**src/verilog/i2cbs_params.svh**
```systemverilog
// offsets, field positions, reset values and timing of the i2c byte sequencer
`ifndef I2CBS_PARAMS_SVH
`define I2CBS_PARAMS_SVH

// system clock rate and conversion of a least time to whole cycles
`define I2CBS_CLK_MHZ        100
`define I2CBS_NS2CYC(ns)     ((((ns) * `I2CBS_CLK_MHZ) + 999) / 1000)

// bus timing in ns, standard and fast mode
`define I2CBS_T_HOLD_STD_NS  4000
`define I2CBS_T_HOLD_FST_NS  600
`define I2CBS_T_SETUP_STD_NS 4000
`define I2CBS_T_SETUP_FST_NS 600
`define I2CBS_T_LOW_STD_NS   4700
`define I2CBS_T_LOW_FST_NS   1300
`define I2CBS_T_HIGH_STD_NS  4000
`define I2CBS_T_HIGH_FST_NS  600

// register byte offsets
`define I2CBS_A_SHIFT        8'h00
`define I2CBS_A_CTRL         8'h04
`define I2CBS_A_STAT         8'h08
`define I2CBS_A_OWN          8'h0c
`define I2CBS_A_IST          8'h10
`define I2CBS_A_IMSK         8'h14

// control fields
`define I2CBS_C_START        0
`define I2CBS_C_STOP         1
`define I2CBS_C_WREL         2
`define I2CBS_C_ACKE         3
`define I2CBS_C_FAST         4

// status fields
`define I2CBS_S_ACKD         0
`define I2CBS_S_BUSY         1
`define I2CBS_S_SLV          2
`define I2CBS_S_TRC          3
`define I2CBS_S_MST          4
`define I2CBS_S_WAIT         5

// interrupt status and mask fields
`define I2CBS_I_SENT         0
`define I2CBS_I_MATCH        1
`define I2CBS_I_XFER         2
`define I2CBS_I_STOP         3

// reset values
`define I2CBS_ACKE_RST       1'h1
`define I2CBS_FAST_RST       1'h0
`define I2CBS_OWN_RST        7'h00
`define I2CBS_MASK_RST       4'h0

`endif

```
**src/verilog/i2cbs_pkg.sv**
```systemverilog
// types of the i2c byte sequencer
package i2cbs_pkg;

    typedef enum logic [2:0] {
        M_IDLE,
        M_HOLD,
        M_WAIT,
        M_BLOW,
        M_BHIGH,
        M_STOPA,
        M_STOPB
    } i2cbs_mstate_t;

    typedef struct packed {
        logic fast;
        logic acke;
    } i2cbs_ctrl_t;

    typedef struct packed {
        logic stop;
        logic xfer;
        logic match;
        logic sent;
    } i2cbs_ev_t;

endpackage : i2cbs_pkg

```
**src/verilog/i2cbs_top.sv**
```systemverilog
// i2c master and slave byte sequencer with register port and interrupt
`timescale 1ns/1ps
`default_nettype none
`include "i2cbs_params.svh"

// Contract
// - transmit bits leave on the falling clock edge, most significant first
// - receiver shifts the data line in on each rising clock edge
// - status bit 3 shows the transfer direction once addressed
// - start trigger pulls data low, sets master flag, then clock low
// - start hold at least 4.0us standard, 0.6us fast
// - writing address plus direction after start sends the address
// - matching slave acks the address; master samples ack on ninth rise, here only after a write address: a read clears trc_q at the eighth fall
// - ninth fall: master address-sent interrupt; matching slave waits, interrupts
// - non-matching slave gives no ack, no interrupt, no wait
// - address-sent interrupt comes on ack and on no-ack alike
// - master data shifts only once the slave lets the clock rise
// - slave with ack enable acks each byte; master flags it
// - both hold clock low on ninth fall of a byte and interrupt
// - stop trigger: data low, clock released, then data released
// - stop setup at least 4.0us standard, 0.6us fast
// - slave detects the stop condition and interrupts
module i2cbs_top (
    // clock and reset
    input  wire logic       CLK_SYS,
    input  wire logic       RST,
    // register port
    input  wire logic [7:0] ADDR,
    input  wire logic [7:0] WDATA,
    input  wire logic       WR,
    input  wire logic       RD,
    output logic      [7:0] RDATA,
    // interrupt
    output logic            IRQ,
    // bus clock line
    input  wire logic       SCL_I,
    output logic            SCL_O,
    output logic            SCL_OE_N,
    // bus data line
    input  wire logic       SDA_I,
    output logic            SDA_O,
    output logic            SDA_OE_N
);

    localparam logic [9:0] HOLD_STD  = 10'(`I2CBS_NS2CYC(`I2CBS_T_HOLD_STD_NS));
    localparam logic [9:0] HOLD_FST  = 10'(`I2CBS_NS2CYC(`I2CBS_T_HOLD_FST_NS));
    localparam logic [9:0] SETUP_STD = 10'(`I2CBS_NS2CYC(`I2CBS_T_SETUP_STD_NS));
    localparam logic [9:0] SETUP_FST = 10'(`I2CBS_NS2CYC(`I2CBS_T_SETUP_FST_NS));
    localparam logic [9:0] LOW_STD   = 10'(`I2CBS_NS2CYC(`I2CBS_T_LOW_STD_NS));
    localparam logic [9:0] LOW_FST   = 10'(`I2CBS_NS2CYC(`I2CBS_T_LOW_FST_NS));
    localparam logic [9:0] HIGH_STD  = 10'(`I2CBS_NS2CYC(`I2CBS_T_HIGH_STD_NS));
    localparam logic [9:0] HIGH_FST  = 10'(`I2CBS_NS2CYC(`I2CBS_T_HIGH_FST_NS));

    function automatic logic hit(input logic [7:0] a, input logic [7:0] off);
        return a == off;
    endfunction : hit

    function automatic logic [9:0] pick(input logic f, input logic [9:0] s,
                                        input logic [9:0] q);
        return f ? q : s;
    endfunction : pick

    // synchronisers and edge history
    logic                  scl_m_q, scl_s_q, scl_p_q;
    logic                  sda_m_q, sda_s_q, sda_p_q;
    // registers
    logic            [7:0] sr_q;
    i2cbs_pkg::i2cbs_ctrl_t ctrl_q;
    logic            [6:0] own_q;
    logic            [3:0] ist_q, imsk_q;
    // sequencing state
    i2cbs_pkg::i2cbs_mstate_t mst_q;
    logic            [9:0] cnt_q;
    logic                  m_scl_low_q, m_sda_low_q, own_start_q;
    logic            [3:0] bit_cnt_q;
    logic                  addr_ph_q, trc_q, ackd_q, slv_q, wait_q;
    logic                  sda_drv_q, mstf_q, busy_q;
    // combinational
    logic                  scl_rise, scl_fall, start_det, stop_det;
    logic                  wr_sr, wr_ctrl, start_go, stop_go, rel_master;
    logic                  own_hit;
    logic            [9:0] lim_hold, lim_setup, lim_low, lim_high;
    logic            [7:0] stat;
    i2cbs_pkg::i2cbs_ev_t  ev;

    // first stage feeds only the second
    always_ff @(posedge CLK_SYS or posedge RST) begin
        if (RST) begin
            scl_m_q <= 1'h1;
            scl_s_q <= 1'h1;
            scl_p_q <= 1'h1;
            sda_m_q <= 1'h1;
            sda_s_q <= 1'h1;
            sda_p_q <= 1'h1;
        end else begin
            scl_m_q <= SCL_I;
            scl_s_q <= scl_m_q;
            scl_p_q <= scl_s_q;
            sda_m_q <= SDA_I;
            sda_s_q <= sda_m_q;
            sda_p_q <= sda_s_q;
        end
    end

    assign scl_rise  = scl_s_q & ~scl_p_q;
    assign scl_fall  = ~scl_s_q & scl_p_q;
    assign start_det = scl_s_q & scl_p_q & sda_p_q & ~sda_s_q;
    assign stop_det  = scl_s_q & scl_p_q & ~sda_p_q & sda_s_q;

    assign lim_hold  = pick(ctrl_q.fast, HOLD_STD, HOLD_FST);
    assign lim_setup = pick(ctrl_q.fast, SETUP_STD, SETUP_FST);
    assign lim_low   = pick(ctrl_q.fast, LOW_STD, LOW_FST);
    assign lim_high  = pick(ctrl_q.fast, HIGH_STD, HIGH_FST);

    assign wr_sr     = WR & hit(ADDR, `I2CBS_A_SHIFT);
    assign wr_ctrl   = WR & hit(ADDR, `I2CBS_A_CTRL);
    assign start_go  = wr_ctrl & WDATA[`I2CBS_C_START] & ~busy_q & (mst_q == i2cbs_pkg::M_IDLE);
    assign stop_go   = wr_ctrl & WDATA[`I2CBS_C_STOP];
    // a transmitting master ignores wait release
    assign rel_master = mstf_q & (wr_sr | (wr_ctrl & WDATA[`I2CBS_C_WREL] & ~trc_q));
    assign own_hit   = sr_q[7:1] == own_q;

    always_comb begin
        ev.sent  = scl_fall & (bit_cnt_q == 4'h8) & addr_ph_q & mstf_q;
        ev.match = scl_fall & (bit_cnt_q == 4'h8) & addr_ph_q & slv_q;
        ev.xfer  = scl_fall & (bit_cnt_q == 4'h8) & ~addr_ph_q & (mstf_q | slv_q);
        ev.stop  = stop_det;
    end

    // master clock and start/stop generation
    always_ff @(posedge CLK_SYS or posedge RST) begin
        if (RST) begin
            mst_q       <= i2cbs_pkg::M_IDLE;
            cnt_q       <= 10'h000;
            m_scl_low_q <= 1'h0;
            m_sda_low_q <= 1'h0;
            own_start_q <= 1'h0;
        end else begin
            cnt_q <= cnt_q + 10'h001;
            unique case (mst_q)
                i2cbs_pkg::M_IDLE: begin
                    cnt_q <= 10'h000;
                    if (start_go) begin
                        m_sda_low_q <= 1'h1;
                        own_start_q <= 1'h1;
                    end
                    if (start_det && own_start_q) begin
                        own_start_q <= 1'h0;
                        mst_q       <= i2cbs_pkg::M_HOLD;
                    end
                end
                i2cbs_pkg::M_HOLD: begin
                    if (cnt_q >= lim_hold) begin
                        m_scl_low_q <= 1'h1;
                        mst_q       <= i2cbs_pkg::M_WAIT;
                    end
                end
                i2cbs_pkg::M_WAIT: begin
                    cnt_q       <= 10'h000;
                    // sda let go a cycle after scl went low, never while high
                    m_sda_low_q <= 1'h0;
                    if (!mstf_q) begin
                        m_scl_low_q <= 1'h0;
                        mst_q       <= i2cbs_pkg::M_IDLE;
                    end else if (rel_master) begin
                        mst_q <= i2cbs_pkg::M_BLOW;
                    end else if (stop_go) begin
                        m_sda_low_q <= 1'h1;
                        mst_q       <= i2cbs_pkg::M_STOPA;
                    end
                end
                i2cbs_pkg::M_BLOW: begin
                    if (cnt_q >= lim_low) begin
                        cnt_q       <= 10'h000;
                        m_scl_low_q <= 1'h0;
                        mst_q       <= i2cbs_pkg::M_BHIGH;
                    end
                end
                i2cbs_pkg::M_BHIGH: begin
                    // a waiting slave keeps the line low; count from the real rise
                    if (!scl_s_q) begin
                        cnt_q <= 10'h000;
                    end else if (cnt_q >= lim_high) begin
                        cnt_q       <= 10'h000;
                        m_scl_low_q <= 1'h1;
                        if (bit_cnt_q == 4'h8) begin
                            mst_q <= i2cbs_pkg::M_WAIT;
                        end else begin
                            mst_q <= i2cbs_pkg::M_BLOW;
                        end
                    end
                end
                i2cbs_pkg::M_STOPA: begin
                    if (cnt_q >= lim_low) begin
                        cnt_q       <= 10'h000;
                        m_scl_low_q <= 1'h0;
                        mst_q       <= i2cbs_pkg::M_STOPB;
                    end
                end
                i2cbs_pkg::M_STOPB: begin
                    if (!scl_s_q) begin
                        cnt_q <= 10'h000;
                    end else if (cnt_q >= lim_setup) begin
                        m_sda_low_q <= 1'h0;
                        mst_q       <= i2cbs_pkg::M_IDLE;
                    end
                end
            endcase
        end
    end

    // shared shift path, acknowledge and slave wait
    always_ff @(posedge CLK_SYS or posedge RST) begin
        if (RST) begin
            sr_q      <= 8'h00;
            bit_cnt_q <= 4'h0;
            addr_ph_q <= 1'h0;
            trc_q     <= 1'h0;
            ackd_q    <= 1'h0;
            slv_q     <= 1'h0;
            wait_q    <= 1'h0;
            sda_drv_q <= 1'h0;
            mstf_q    <= 1'h0;
            busy_q    <= 1'h0;
        end else begin
            if (wr_sr) begin
                sr_q <= WDATA;
                if (mstf_q && addr_ph_q) begin
                    trc_q     <= 1'h1;
                    sda_drv_q <= ~WDATA[7];
                end else if (trc_q) begin
                    sda_drv_q <= ~WDATA[7];
                end
                wait_q <= 1'h0;
            end
            if (wr_ctrl && WDATA[`I2CBS_C_WREL] && !trc_q) begin
                wait_q <= 1'h0;
            end
            if (scl_rise) begin
                if (bit_cnt_q < 4'h8) begin
                    sr_q <= {sr_q[6:0], sda_s_q};
                end else if (trc_q) begin
                    ackd_q <= ~sda_s_q;
                end
            end
            if (scl_fall) begin
                if (bit_cnt_q == 4'hf) begin
                    // the fall that closes a start carries no bit
                    bit_cnt_q <= 4'h0;
                end else if (bit_cnt_q < 4'h7) begin
                    bit_cnt_q <= bit_cnt_q + 4'h1;
                    if (trc_q) begin
                        sda_drv_q <= ~sr_q[7];
                    end
                end else if (bit_cnt_q == 4'h7) begin
                    bit_cnt_q <= 4'h8;
                    sda_drv_q <= 1'h0;
                    if (addr_ph_q && mstf_q) begin
                        trc_q <= ~sr_q[0];
                    end else if (addr_ph_q && own_hit) begin
                        sda_drv_q <= 1'h1;
                        slv_q     <= 1'h1;
                        trc_q     <= sr_q[0];
                    end else if (!addr_ph_q && slv_q && !trc_q && ctrl_q.acke) begin
                        sda_drv_q <= 1'h1;
                    end
                end else begin
                    bit_cnt_q <= 4'h0;
                    addr_ph_q <= 1'h0;
                    sda_drv_q <= 1'h0;
                    if (slv_q) begin
                        wait_q <= 1'h1;
                    end
                end
            end
            if (start_det) begin
                bit_cnt_q <= 4'hf;
                addr_ph_q <= 1'h1;
                slv_q     <= 1'h0;
                trc_q     <= 1'h0;
                ackd_q    <= 1'h0;
                wait_q    <= 1'h0;
                sda_drv_q <= 1'h0;
                busy_q    <= 1'h1;
                if (own_start_q) begin
                    mstf_q <= 1'h1;
                end
            end
            if (stop_det) begin
                busy_q    <= 1'h0;
                mstf_q    <= 1'h0;
                slv_q     <= 1'h0;
                trc_q     <= 1'h0;
                wait_q    <= 1'h0;
                sda_drv_q <= 1'h0;
                addr_ph_q <= 1'h0;
            end
        end
    end

    // control, own address and interrupt registers
    always_ff @(posedge CLK_SYS or posedge RST) begin
        if (RST) begin
            ctrl_q.acke <= `I2CBS_ACKE_RST;
            ctrl_q.fast <= `I2CBS_FAST_RST;
            own_q       <= `I2CBS_OWN_RST;
            imsk_q      <= `I2CBS_MASK_RST;
            ist_q       <= 4'h0;
        end else begin
            if (wr_ctrl) begin
                ctrl_q.acke <= WDATA[`I2CBS_C_ACKE];
                ctrl_q.fast <= WDATA[`I2CBS_C_FAST];
            end
            if (WR && hit(ADDR, `I2CBS_A_OWN)) begin
                own_q <= WDATA[7:1];
            end
            if (WR && hit(ADDR, `I2CBS_A_IMSK)) begin
                imsk_q <= WDATA[3:0];
            end
            // a new event outweighs a clear in the same cycle
            ist_q <= (ist_q & ~((WR && hit(ADDR, `I2CBS_A_IST)) ? WDATA[3:0] : 4'h0)) | ev;
        end
    end

    always_comb begin
        stat                = 8'h00;
        stat[`I2CBS_S_ACKD] = ackd_q;
        stat[`I2CBS_S_BUSY] = busy_q;
        stat[`I2CBS_S_SLV]  = slv_q;
        stat[`I2CBS_S_TRC]  = trc_q;
        stat[`I2CBS_S_MST]  = mstf_q;
        stat[`I2CBS_S_WAIT] = wait_q;
    end

    // read data, interrupt and pin drivers, all registered
    always_ff @(posedge CLK_SYS or posedge RST) begin
        if (RST) begin
            RDATA    <= 8'h00;
            IRQ      <= 1'h0;
            SCL_O    <= 1'h0;
            SDA_O    <= 1'h0;
            SCL_OE_N <= 1'h1;
            SDA_OE_N <= 1'h1;
        end else begin
            RDATA <= 8'h00;
            if (RD) begin
                unique case (ADDR)
                    `I2CBS_A_SHIFT: RDATA <= sr_q;
                    `I2CBS_A_CTRL: begin
                        RDATA                 <= 8'h00;
                        RDATA[`I2CBS_C_ACKE] <= ctrl_q.acke;
                        RDATA[`I2CBS_C_FAST] <= ctrl_q.fast;
                    end
                    `I2CBS_A_STAT:  RDATA <= stat;
                    `I2CBS_A_OWN:   RDATA <= {own_q, 1'h0};
                    `I2CBS_A_IST:   RDATA <= {4'h0, ist_q};
                    `I2CBS_A_IMSK:  RDATA <= {4'h0, imsk_q};
                    default:        RDATA <= 8'h00;
                endcase
            end
            IRQ      <= |(ist_q & imsk_q);
            // only ever pull low; the wire is high when nobody drives
            SCL_O    <= 1'h0;
            SDA_O    <= 1'h0;
            SCL_OE_N <= ~(m_scl_low_q | wait_q);
            SDA_OE_N <= ~(m_sda_low_q | sda_drv_q);
        end
    end

    // helper run lengths for timing checks
    logic [9:0] hold_run_q, setup_run_q;
    always_ff @(posedge CLK_SYS or posedge RST) begin
        if (RST) begin
            hold_run_q  <= 10'h000;
            setup_run_q <= 10'h000;
        end else begin
            if (mst_q == i2cbs_pkg::M_IDLE) begin
                hold_run_q  <= 10'h000;
                setup_run_q <= 10'h000;
            end
            if (mst_q == i2cbs_pkg::M_HOLD) begin
                hold_run_q <= hold_run_q + 10'h001;
            end
            if (mst_q == i2cbs_pkg::M_STOPB && scl_s_q) begin
                setup_run_q <= setup_run_q + 10'h001;
            end
        end
    end

    chk_start_hold: assert property (@(posedge CLK_SYS) disable iff (RST)
        $rose(m_scl_low_q) && $past(mst_q) == i2cbs_pkg::M_HOLD |-> hold_run_q >= lim_hold)
        else $error("start hold too short");

    chk_stop_setup: assert property (@(posedge CLK_SYS) disable iff (RST)
        $fell(m_sda_low_q) && $past(mst_q) == i2cbs_pkg::M_STOPB
        |-> setup_run_q >= lim_setup)
        else $error("stop setup too short");

    chk_master_flag: assert property (@(posedge CLK_SYS) disable iff (RST)
        start_det && own_start_q |=> mstf_q && mst_q == i2cbs_pkg::M_HOLD)
        else $error("own start not taken");

    chk_rise_sample: assert property (@(posedge CLK_SYS) disable iff (RST)
        scl_rise && bit_cnt_q < 4'h8 && !wr_sr |=> sr_q[0] == $past(sda_s_q))
        else $error("bit not sampled on rise");

    chk_fall_drive: assert property (@(posedge CLK_SYS) disable iff (RST)
        scl_fall && trc_q && bit_cnt_q < 4'h7 && !wr_sr && !start_det && !stop_det
        |=> sda_drv_q == !$past(sr_q[7]) ##1 SDA_OE_N == !sda_drv_q)
        else $error("msb not driven on fall");

    chk_ack_sample: assert property (@(posedge CLK_SYS) disable iff (RST)
        scl_rise && bit_cnt_q == 4'h8 && trc_q |=> ackd_q == !$past(sda_s_q))
        else $error("ack not flagged");

    chk_ninth_wait: assert property (@(posedge CLK_SYS) disable iff (RST)
        ev.xfer && slv_q && !stop_det |=> wait_q ##1 !SCL_OE_N)
        else $error("slave did not hold clock");

    chk_no_match: assert property (@(posedge CLK_SYS) disable iff (RST)
        scl_fall && bit_cnt_q == 4'h7 && addr_ph_q && !mstf_q && !own_hit && !start_det
        |=> !sda_drv_q && !slv_q)
        else $error("unmatched slave answered");

    chk_addr_sent: assert property (@(posedge CLK_SYS) disable iff (RST)
        ev.sent |=> ist_q[`I2CBS_I_SENT])
        else $error("address sent not flagged");

    chk_sda_low_clk: assert property (@(posedge CLK_SYS) disable iff (RST)
        $changed(sda_drv_q) && !start_det && !stop_det
        && !(mst_q inside {i2cbs_pkg::M_IDLE, i2cbs_pkg::M_STOPB}) |-> !scl_s_q)
        else $error("data moved with clock high");

endmodule : i2cbs_top
`default_nettype wire

```
**config.mk**
```make
export PLATFORM = sky130hd
export DESIGN_NAME = i2cbs_top
export DESIGN_NICKNAME = d
export VERILOG_FILES = /design/src/verilog/i2cbs_pkg.sv /design/src/verilog/i2cbs_top.sv
export VERILOG_INCLUDE_DIRS = /design/src /design/src/verilog
export SDC_FILE = /design/constraint.sdc
export NUM_CORES = 1
export LEC_CHECK = 0
export BUFFER_PORTS_ARGS = -buffer_cell sky130_fd_sc_hd__buf_4
export CORE_UTILIZATION = 55
export DETAILED_ROUTE_END_ITERATION = 8
export PLACE_DENSITY = 0.75
export RECOVER_POWER = 50
export SYNTH_ARGS = -nofsm -noshare
export SYNTH_HDL_FRONTEND = slang
export SYNTH_SLANG_ARGS = --single-unit
```
**constraint.sdc**
```tcl
create_clock -name CLK_SYS -period 4.82 [get_ports CLK_SYS]
set_input_delay 0.482 -clock CLK_SYS [delete_from_list [all_inputs] [get_ports CLK_SYS]]
set_output_delay 0.482 -clock CLK_SYS [all_outputs]
set_load 0.1 [all_outputs]
```
# Yosys cells after proc, flatten, opt, wreduce, memory -nomap -nowiden
# Index checks and enable logic that the tools add are counted.
# Widths: inputs -> output; s select.
# word_totals
register_bits	70
in_bits	22
output_inout_bits	13
# classes
add_sub_neg	2
order_cmp	4
n_eq_ne	32
muxes	99
n_bitwise	42
reduce_logical	37
# ops
cell	n
$mux 1	67
$pmux 8 s6	1
$mux 10	4
$pmux 10 s4	1
$mux 3	11
$mux 8	4
$mux 4	6
$and 1x1->1	22
$ne 2x2->1 const B	11
$pmux 3 s7	1
$ge 10x9->1	2
$mux 9	2
$eq 8x4->1 const B	2
$eq 8x5->1 const B	2
$ne 3x3->1 const B	4
$not 1->1	12
$reduce_and 4->1	3
$reduce_bool 2->1	6
$reduce_bool 3->1	4
$logic_and 1x1->1	11
$add 10x1->10 const B	1
$eq 3x3->1 const B	3
$reduce_and 9->1	1
$and 4x4->4	2
other kinds (25)	33

# Longest topological paths before layout
# Gate-level depths: netlist of run 1.
# logic_depth
ltp_word	13
mapped_depth	8
depth_no_buf	8

# Least setup slack after synthesis of run 1
# Ideal clock, no wire load.
# synth_path
path_kind	register to register
from	reg ctrl_q[1] in the netlist's numbering
to	reg cnt_q[2]
setup_time_ns	0.136
t_arrival_ns	1.925
required_time_ns	4.684
setup_slack_ns	2.760
stages_incl_launch_ff	9
path_buffers	0
synth_period_minus_slack_ns	2.060
cell_sequence	dfrtp_1 -> inv_1 -> ha_1 -> nand3_1 -> o21bai_1 -> a31oi_1 -> o31ai_1 -> a31oi_2 -> nor2_1
# synth_between
elab_chain_len	5
elab_cells_between_ends	8
cone_classes	2 x order compare; 6 x mux
# synth_rtl
element	line	source
start: declaration	i2cbs_top.sv:68	i2cbs_pkg::i2cbs_ctrl_t ctrl_q;
$mux 9	i2cbs_top.sv:60	return f ? q : s;
$ge 10x9->1	i2cbs_top.sv:183	end else if (cnt_q >= lim_high) begin
$mux 10	i2cbs_top.sv:183	
$mux 10	i2cbs_top.sv:181	if (!scl_s_q) begin
$pmux 10 s4 *	i2cbs_top.sv:140	unique case (mst_q)
end signal: assignment	i2cbs_top.sv:139	cnt_q <= cnt_q + 10'h001;
end: declaration	i2cbs_top.sv:73	logic [9:0] cnt_q;
# Every way passes the cells marked *; elsewhere a longest branch is shown, timed or not.
# A chain may end at the register's enable or synchronous reset.

# Worst setup path after layout of run 1
# layout_path
from	reg ctrl_q[1] in the netlist's numbering
to	reg cnt_q[4]
# Same word-level chain as after synthesis.

==> results of run 1 <==
## area by class of cell
class / count / area (um^2)
clock buffer: 10 / 127.6
fill: 530 / 2211
inverter: 10 / 37.54
timing repair buffer: 35 / 262.8
clock inverter: 6 / 110.1
sequential: 70 / 1763
multi-input combinational: 283 / 1923
tap: 77 / 96.34
## metrics by stage
stage               setup slack (ns)  std cells  hold WS (ns)  utilization [%]
floorplan                      2.585        380        0.3452                -
CTS                            2.388        491        0.1837            66.23
finish                         2.392        491        0.2478            66.15
global placement               2.510        475        0.3463            62.59
detailed placement             2.426        475        0.3482            62.59
global route                   2.166        491        0.2253            66.15
## worst paths after layout
check                           end  startpoint  cells past startpoint
min reg2reg                 scl_s_q     scl_m_q                      0
max in group asynchronous   sda_m_q         RST                      3
min                         scl_m_q       SCL_I                      1
max                        cnt_q[4]   ctrl_q[1]                      8
max reg2reg                cnt_q[4]   ctrl_q[1]                      8
min in group asynchronous  RDATA[6]         RST                      2
## per-layer routing
layer / global-route usage (%) / vias to the layer above / share of wire (%)
met2: 44.21 / 88 / 48
met1: 32.78 / 1468 / 45
met4: 9.245 / 0 / 2.0
met3: 5.058 / 17 / 5.0
met5: 0 / - / 0
li1: - / 1438 / -
## worst max-delay path: stages, from the launching register on
cell,delay [ns]
dfrtp_1,0.53
inv_1,0.12
ha_1,0.30
nand3_1,0.10
o21bai_1,0.17
a31oi_1,0.35
o31ai_1,0.15
a31oi_2,0.48
nor2_1,0.11
## cells in the mapped netlist (all sizes together) (4+ instances only)
cell type / instances / area [um^2]
a21o: 6 / 45.04
mux2i: 13 / 130.1
xnor2: 7 / 61.31
ha: 12 / 150.1
nor2: 42 / 162.6
o21ai: 17 / 85.08
dfstp: 9 / 236.5
nor2b: 6 / 37.54
dfrtp: 61 / 1526
a211oi: 5 / 37.54
nand2b: 5 / 31.28
mux2: 16 / 180.2
and3: 8 / 50.05
a21oi: 13 / 65.06
inv: 10 / 37.54
nand3: 11 / 55.05
nor3: 11 / 65.06
clkbuf: 7 / 26.28
a31oi: 5 / 37.53
xor2: 8 / 70.07
nand2: 36 / 135.1
a22oi: 8 / 60.06
buf: 10 / 56.30
nor4: 4 / 25.02
## power groups by stage
stage	clock network [mW]	registers [mW]	logic (mW)
2_1_floorplan	0	0.747	0.219
3_3_place_gp	0	0.764	0.277
3_5_place_dp	0	0.769	0.288
4_1_cts	0.571	0.758	0.289
5_1_grt	0.601	0.769	0.317
6_report	0.566	0.760	0.285
## state kept, by name, summed over array words and instances, names as in the netlist, 2 cells and up
| signal | count |
|---|---|
| RDATA | 8 |
| bit_cnt_q | 4 |
| cnt_q | 10 |
| ctrl_q | 2 |
| imsk_q | 4 |
| ist_q | 4 |
| mst_q | 3 |
| own_q | 7 |
| sr_q | 8 |
## logic make-up (layout without fill, tap and decap cells)
| family | Yosys count | count (layout) |
|---|---|---|
| muxes | 30 | 30 |
| buffers and inverters | 27 | 61 |
| and+or+nand+nor | 145 | 145 |
| DFF | 70 | 70 |
| AOI/OAI and AO/OA | 79 | 79 |
| xor gates and xnor gates | 15 | 15 |
| other | 1 | 2 |
| adders and majority gates | 12 | 12 |
==> summary.md, run 1 <==
| Metric | Value |
|---|---|
| Worst-skew pair later-pin latency | `0.34 ns` |
| Via density | `6.132` |
| Design area | `4320 um^2` |
| Power per Cell Area | `372.8 nW/um^2` |
| Post-Synth XOR/XNOR Area | `3.451%` |
| Layout Skew | `0.008041 ns` |
| Hold WC Path Type | `in2reg` |
| Power share of the combinational group | `17.7%` |
| GRT Util Overall | `25.85%` |
| Die H | `85.20 um` |
| Simple-gate share of the synthesized area | `19.65%` |
| Peak supply drop | `0.0002047 V` |
| Synth Area in Adders | `3.943%` |
| Max Cap Viol | `0` |
| Global-route wire length before repair | `14.50 mm` |
| Period utilisation layout | `50.36%` |
| Ys flop type | `dfrtp_1` |
| Port Buffer Count | `32` |
| CP Class | `reg2reg` |
| Setup TNS | `0 ns` |
| Clock share of power | `35.1%` |
| Final hold violations | `0` |
| Remaining DRCs | `0` |
| GRT overflow | `0` |
| Crit path DAT | `2.64 ns` |
| Seq pwr share | `47.2%` |
| Crit path launch type | `register` |
| Post-synth EDFFs | `0` |
| Maximum clock rate | `0.4119 GHz` |
| Initial drt markers | `161` |
| Mux share of post-synthesis cell area | `8.741%` |
| Routed Antenna Nets | `0` |
| Sink Count | `70` |
| Total number of yosys warnings | `0` |
| Tmin final | `2.428 ns` |
| Routed wire per std cell | `17.40 um` |
| Gpl congestion | `0.8854` |
| Most common cell after layout, fill and taps aside | `dfrtp_1` |
| Cts bufs inserted | `9` |
| Clk buf depth | `2` |
| Num rows | `29` |
| I/O pins | `35` |
| Post-DP HPWL | `6.289 mm` |
| Largest net degree at the start of global routing | `47` |
| R2R setup slack | `2.39 ns` |
| Vias in the first global route | `3029` |
| Flops & latches, synth | `70` |
| Compound-cell area share of the yosys netlist | `14.66%` |
| # nets final | `443` |
| Int Power | `1.127 mW` |
| Sw power | `0.4842 mW` |
| Post-synth design cell area | `3807 um^2` |
| Setup Buffers After CTS | `0` |
| Post-Syn Area per Cell | `10.05 um^2` |
| Chip width | `85.20 um` |
| Commonest non-fill, non-tap cells in the layout | `dfrtp_1 (61), nor2_1 (40), nand2_1 (36)` |
| Post-Route WL | `8.545 mm` |
| Critical path required time | `5.03 ns` |
| Main combinational cell family by area after synthesis | `simple AND/OR/NAND/NOR gates` |
| Largest fanout on the critical path | `10` |
| Asr flop ratio synth | `100.0%` |
| Root Driver | `clkbuf_8` |
| Post-DP Area | `4088 um^2` |
| Seq/Total Area, Yosys | `46.30%` |
| Die area | `7259 um^2` |
| H-tree levels | `3` |
| Worst slew pin tran | `0.9661 ns` |
| Routed vias | `3011` |
| Outcome | `complete, no violations` |
| Switch share | `30.06%` |
| Total Power | `1.611 mW` |
| Antenna violations before repair | `0` |
| CTS tree | `done` |
| Inserted Diodes | `0` |
| Pleak | `1.980 nW` |
| Layout cells sized above 1 | `17.15%` |
| Max-slew violations | `0` |
| Slew HR | `35.52%` |
| First-pass detailed-route iteration total | `5` |
| Unique masters post-synth | `64` |
| Layout area overhead | `13.47%` |
| Initial Util | `58.30%` |
| Post-Synthesis Cells | `379` |
| CP Capture Type | `register` |
| # setup viols final | `0` |
| Worst-path clk slew | `0.07 ns` |
| RSZ-0062 raised after global routing | `no` |
| Cts repair resizes | `0` |
| Hold-fix buffers at CTS | `0` |
| Core Box Area | `6531 um^2` |
Power figures use the tool's default switching activity.
==> run 2, diff against run 1 <==
--- a/config.mk
+++ b/config.mk
@@ -7,9 +7,9 @@
 export NUM_CORES = 1
 export LEC_CHECK = 0
 export BUFFER_PORTS_ARGS = -buffer_cell sky130_fd_sc_hd__buf_4
-export CORE_UTILIZATION = 55
+export CORE_UTILIZATION = 54
 export DETAILED_ROUTE_END_ITERATION = 8
-export PLACE_DENSITY = 0.75
+export PLACE_DENSITY = 0.76
 export RECOVER_POWER = 50
 export SYNTH_ARGS = -nofsm -noshare
 export SYNTH_HDL_FRONTEND = slang
==> constraint.sdc (replaced) <==
create_clock -name CLK_SYS -period 2.11 [get_ports CLK_SYS]
set_input_delay 0.211 -clock CLK_SYS [delete_from_list [all_inputs] [get_ports CLK_SYS]]
set_output_delay 0.211 -clock CLK_SYS [all_outputs]
set_load 0.1 [all_outputs]
==> run 2 against run 1 <==
First-iteration DRC count increased by 3.1%. Critical path type unchanged. Worst setup slack got worse by 2.4 ns. Total power increased by 140%.
==> summary.md, run 2 (same netlist as run 1, synthesis figures left out) <==
| Metric | Value |
|---|---|
| Critical path required time | `2.35 ns (-2.68 ns)` |
| Crit path launch type | `register` |
| Finished Layout Cells | `528 (+7.5%)` |
| Pleak | `2.091 nW (+5.6%)` |
| Cts bufs inserted | `9 (unchanged)` |
| Power per Cell Area | `857.5 nW/um^2 (+130%)` |
| Die H | `85.97 um (+0.90%)` |
| First-pass detailed-route iteration total | `5 (unchanged)` |
| Period utilisation layout | `98.05% (+48 points)` |
| Max-slew violations | `0 (unchanged)` |
| Tmin final | `2.069 ns (-0.3588 ns)` |
| Layout cells sized above 1 | `21.76% (+4.6 points)` |
| Initial Util | `56.04% (-2.3 points)` |
| Final hold violations | `0 (unchanged)` |
| Die area | `7391 um^2 (+1.8%)` |
| Vias in the first global route | `3001 (-0.92%)` |
| # nets final | `461 (+4.1%)` |
| Chip width | `85.97 um (+0.90%)` |
| Most common cell after layout, fill and taps aside | `dfrtp_1` |
| H-tree levels | `3 (unchanged)` |
| Initial drt markers | `166 (+3.1%)` |
| Total Power | `3.911 mW (+140%)` |
| Routed wire per std cell | `16.74 um (-3.8%)` |
| # setup viols final | `0 (unchanged)` |
| Commonest non-fill, non-tap cells in the layout | `dfrtp_1 (60), buf_4 (45), nor2_1 (40)` |
| Worst slew pin tran | `0.9336 ns (-0.03250 ns)` |
| Worst-skew pair later-pin latency | `0.35 ns (about the same)` |
| CTS tree | `done` |
| Sink Count | `70 (unchanged)` |
| Number of flip-flops in the largest register | `10 (unchanged)` |
| Num rows | `30 (+3.4%)` |
| Via density | `5.919 (-3.5%)` |
| Core Box Area | `6794 um^2 (+4.0%)` |
| Antenna violations before repair | `0 (unchanged)` |
| Peak supply drop | `0.0004347 V (+110%)` |
| Largest net degree at the start of global routing | `71 (+51%)` |
| Maximum clock rate | `0.4834 GHz (+17%)` |
| Remaining DRCs | `0 (unchanged)` |
| Worst slack, placed | `-0.07736 ns (-2.504 ns)` |
| Global-route wire length before repair | `14.58 mm (+0.52%)` |
| Final setup margin | `0.04116 ns (-2.351 ns)` |
| Largest fanout on the critical path | `8 (-2)` |
| RSZ-0062 raised after global routing | `no` |
| GRT overflow | `0 (unchanged)` |
| Hold Slack | `0.09407 ns (-0.1537 ns)` |
| Biggest register | `cnt_q` |
| Gpl congestion | `0.9244 (+4.4%)` |
| Max Cap Viol | `0 (unchanged)` |
| Clk buf depth | `2 (unchanged)` |
| # fillers | `513 (-3.2%)` |
| Outcome | `complete, no violations` |
| Post-Route WL | `8.841 mm (+3.5%)` |
| Inserted Diodes | `0 (unchanged)` |
| FF+latch area | `1764 um^2 (about the same)` |
| Multi-input logic area | `1949 um^2 (+1.4%)` |
| Crit path DAT | `2.31 ns (-0.33 ns)` |
| Layout area overhead | `19.78%` |
| Layout Skew | `0.005870 ns (-0.002171 ns)` |
| Worst-path clk slew | `0.08 ns (about the same)` |
| Largest regs | `cnt_q: 10 flops, RDATA: 8 flops, sr_q: 8 flops` |
| DP Cell Count | `508 (+6.9%)` |
| CP Capture Type | `register` |
| Routed Antenna Nets | `0 (unchanged)` |
| Port Buffer Count | `32 (unchanged)` |
| I/O pins | `35 (unchanged)` |
| Routed vias | `3125 (+3.8%)` |
| Root Driver | `clkbuf_8` |
| CP Class | `reg2reg` |
| Slew HR | `37.76% (+2.2 points)` |
| Hold WC Path Type | `in2reg` |
| Setup Buffers After CTS | `0 (unchanged)` |
| Post-DP HPWL | `6.299 mm (+0.16%)` |
| GRT Util Overall | `26.10% (+0.25 points)` |
==> run 2: changes by cell type in the layout (fill, tap and decap cells not counted), moves of 2 or more <==
| cell | before | now |
|---|---|---|
| dlygate4sd3_1 | 0 | 3 |
| clkbuf_8 | 9 | 11 |
| nor3_2 | 1 | 3 |
| buf_4 | 32 | 45 |
| clkinvlp_4 | 2 | 0 |
| nor3_1 | 10 | 8 |
==> run 2: final timing paths <==
| path | start | end | slack, ns | depth (start not counted) |
|---|---|---|---|---|
| max | ctrl_q[1] | cnt_q[7] | 0.04 | 8 |
| min | WDATA[6] | own_q[5] | 0.09 | 2 |
| max reg2reg | ctrl_q[1] | cnt_q[7] | 0.04 | 8 |
| min reg2reg | scl_m_q | scl_s_q | 0.36 | 0 |
| max in group asynchronous | RST | ctrl_q[1] | 0.72 | 4 |
| min in group asynchronous | RST | sr_q[6] | 0.75 | 4 |
==> run 2: final cells by class <==
type,instances,share of cell area (%)
Sequential cell,70,38.68
Inverter,10,0.8230
Multi-Input combinational cell,283,42.74
Tap cell,96,2.634
Timing Repair Buffer,53,8.971
Clock inverter,5,2.826
Clock buffer,11,3.320
==> run 2: worst max-delay path: stages, from the launching register on <==
cell	delay [ns]
dfrtp_2	0.47
ha_1	0.32
o21bai_1	0.18
a211oi_2	0.29
nor4_1	0.10
a21o_1	0.17
a31oi_2	0.20
buf_4	0.18
nor2_1	0.05
==> run 2: report_power, final <==
| group | total, mW | internal (mW) | switching, mW |
|---|---|---|---|
| Clock | 1.49 | 0.972 | 0.521 |
| Sequential | 1.74 | 1.51 | 0.235 |
| Combinational | 0.676 | 0.304 | 0.372 |
| Total | 3.91 | 2.78 | 1.13 |
==> run 2: per-stage QoR <==
step,TNS [ns],utilization (%),instance area [um^2]
CTS,0,66.92,4547
detailed placement,-0.7710,62.25,4229
global placement,0,62.25,4229
finish,0,67.13,4561
global route,0,67.13,4561
floorplan,0,-,3811
==> run 2: what timing repair did <==
action	in CTS	in global routing
resized for setup	2	6
gates cloned	0	1
setup endpoints to repair	12	12
hold endpoints to repair	63	0
pin swaps	0	4
hold buffers	3	0
==> run 2: metal layers <==
metal | wire length [um] | up-vias | GRT usage [%]
li1 | - | 1462 | -
met1 | 3793 | 1537 | 32.81
met2 | 4399 | 105 | 43.15
met3 | 383 | 21 | 3.561
met4 | 265 | 0 | 15.30
met5 | 0 | - | 0
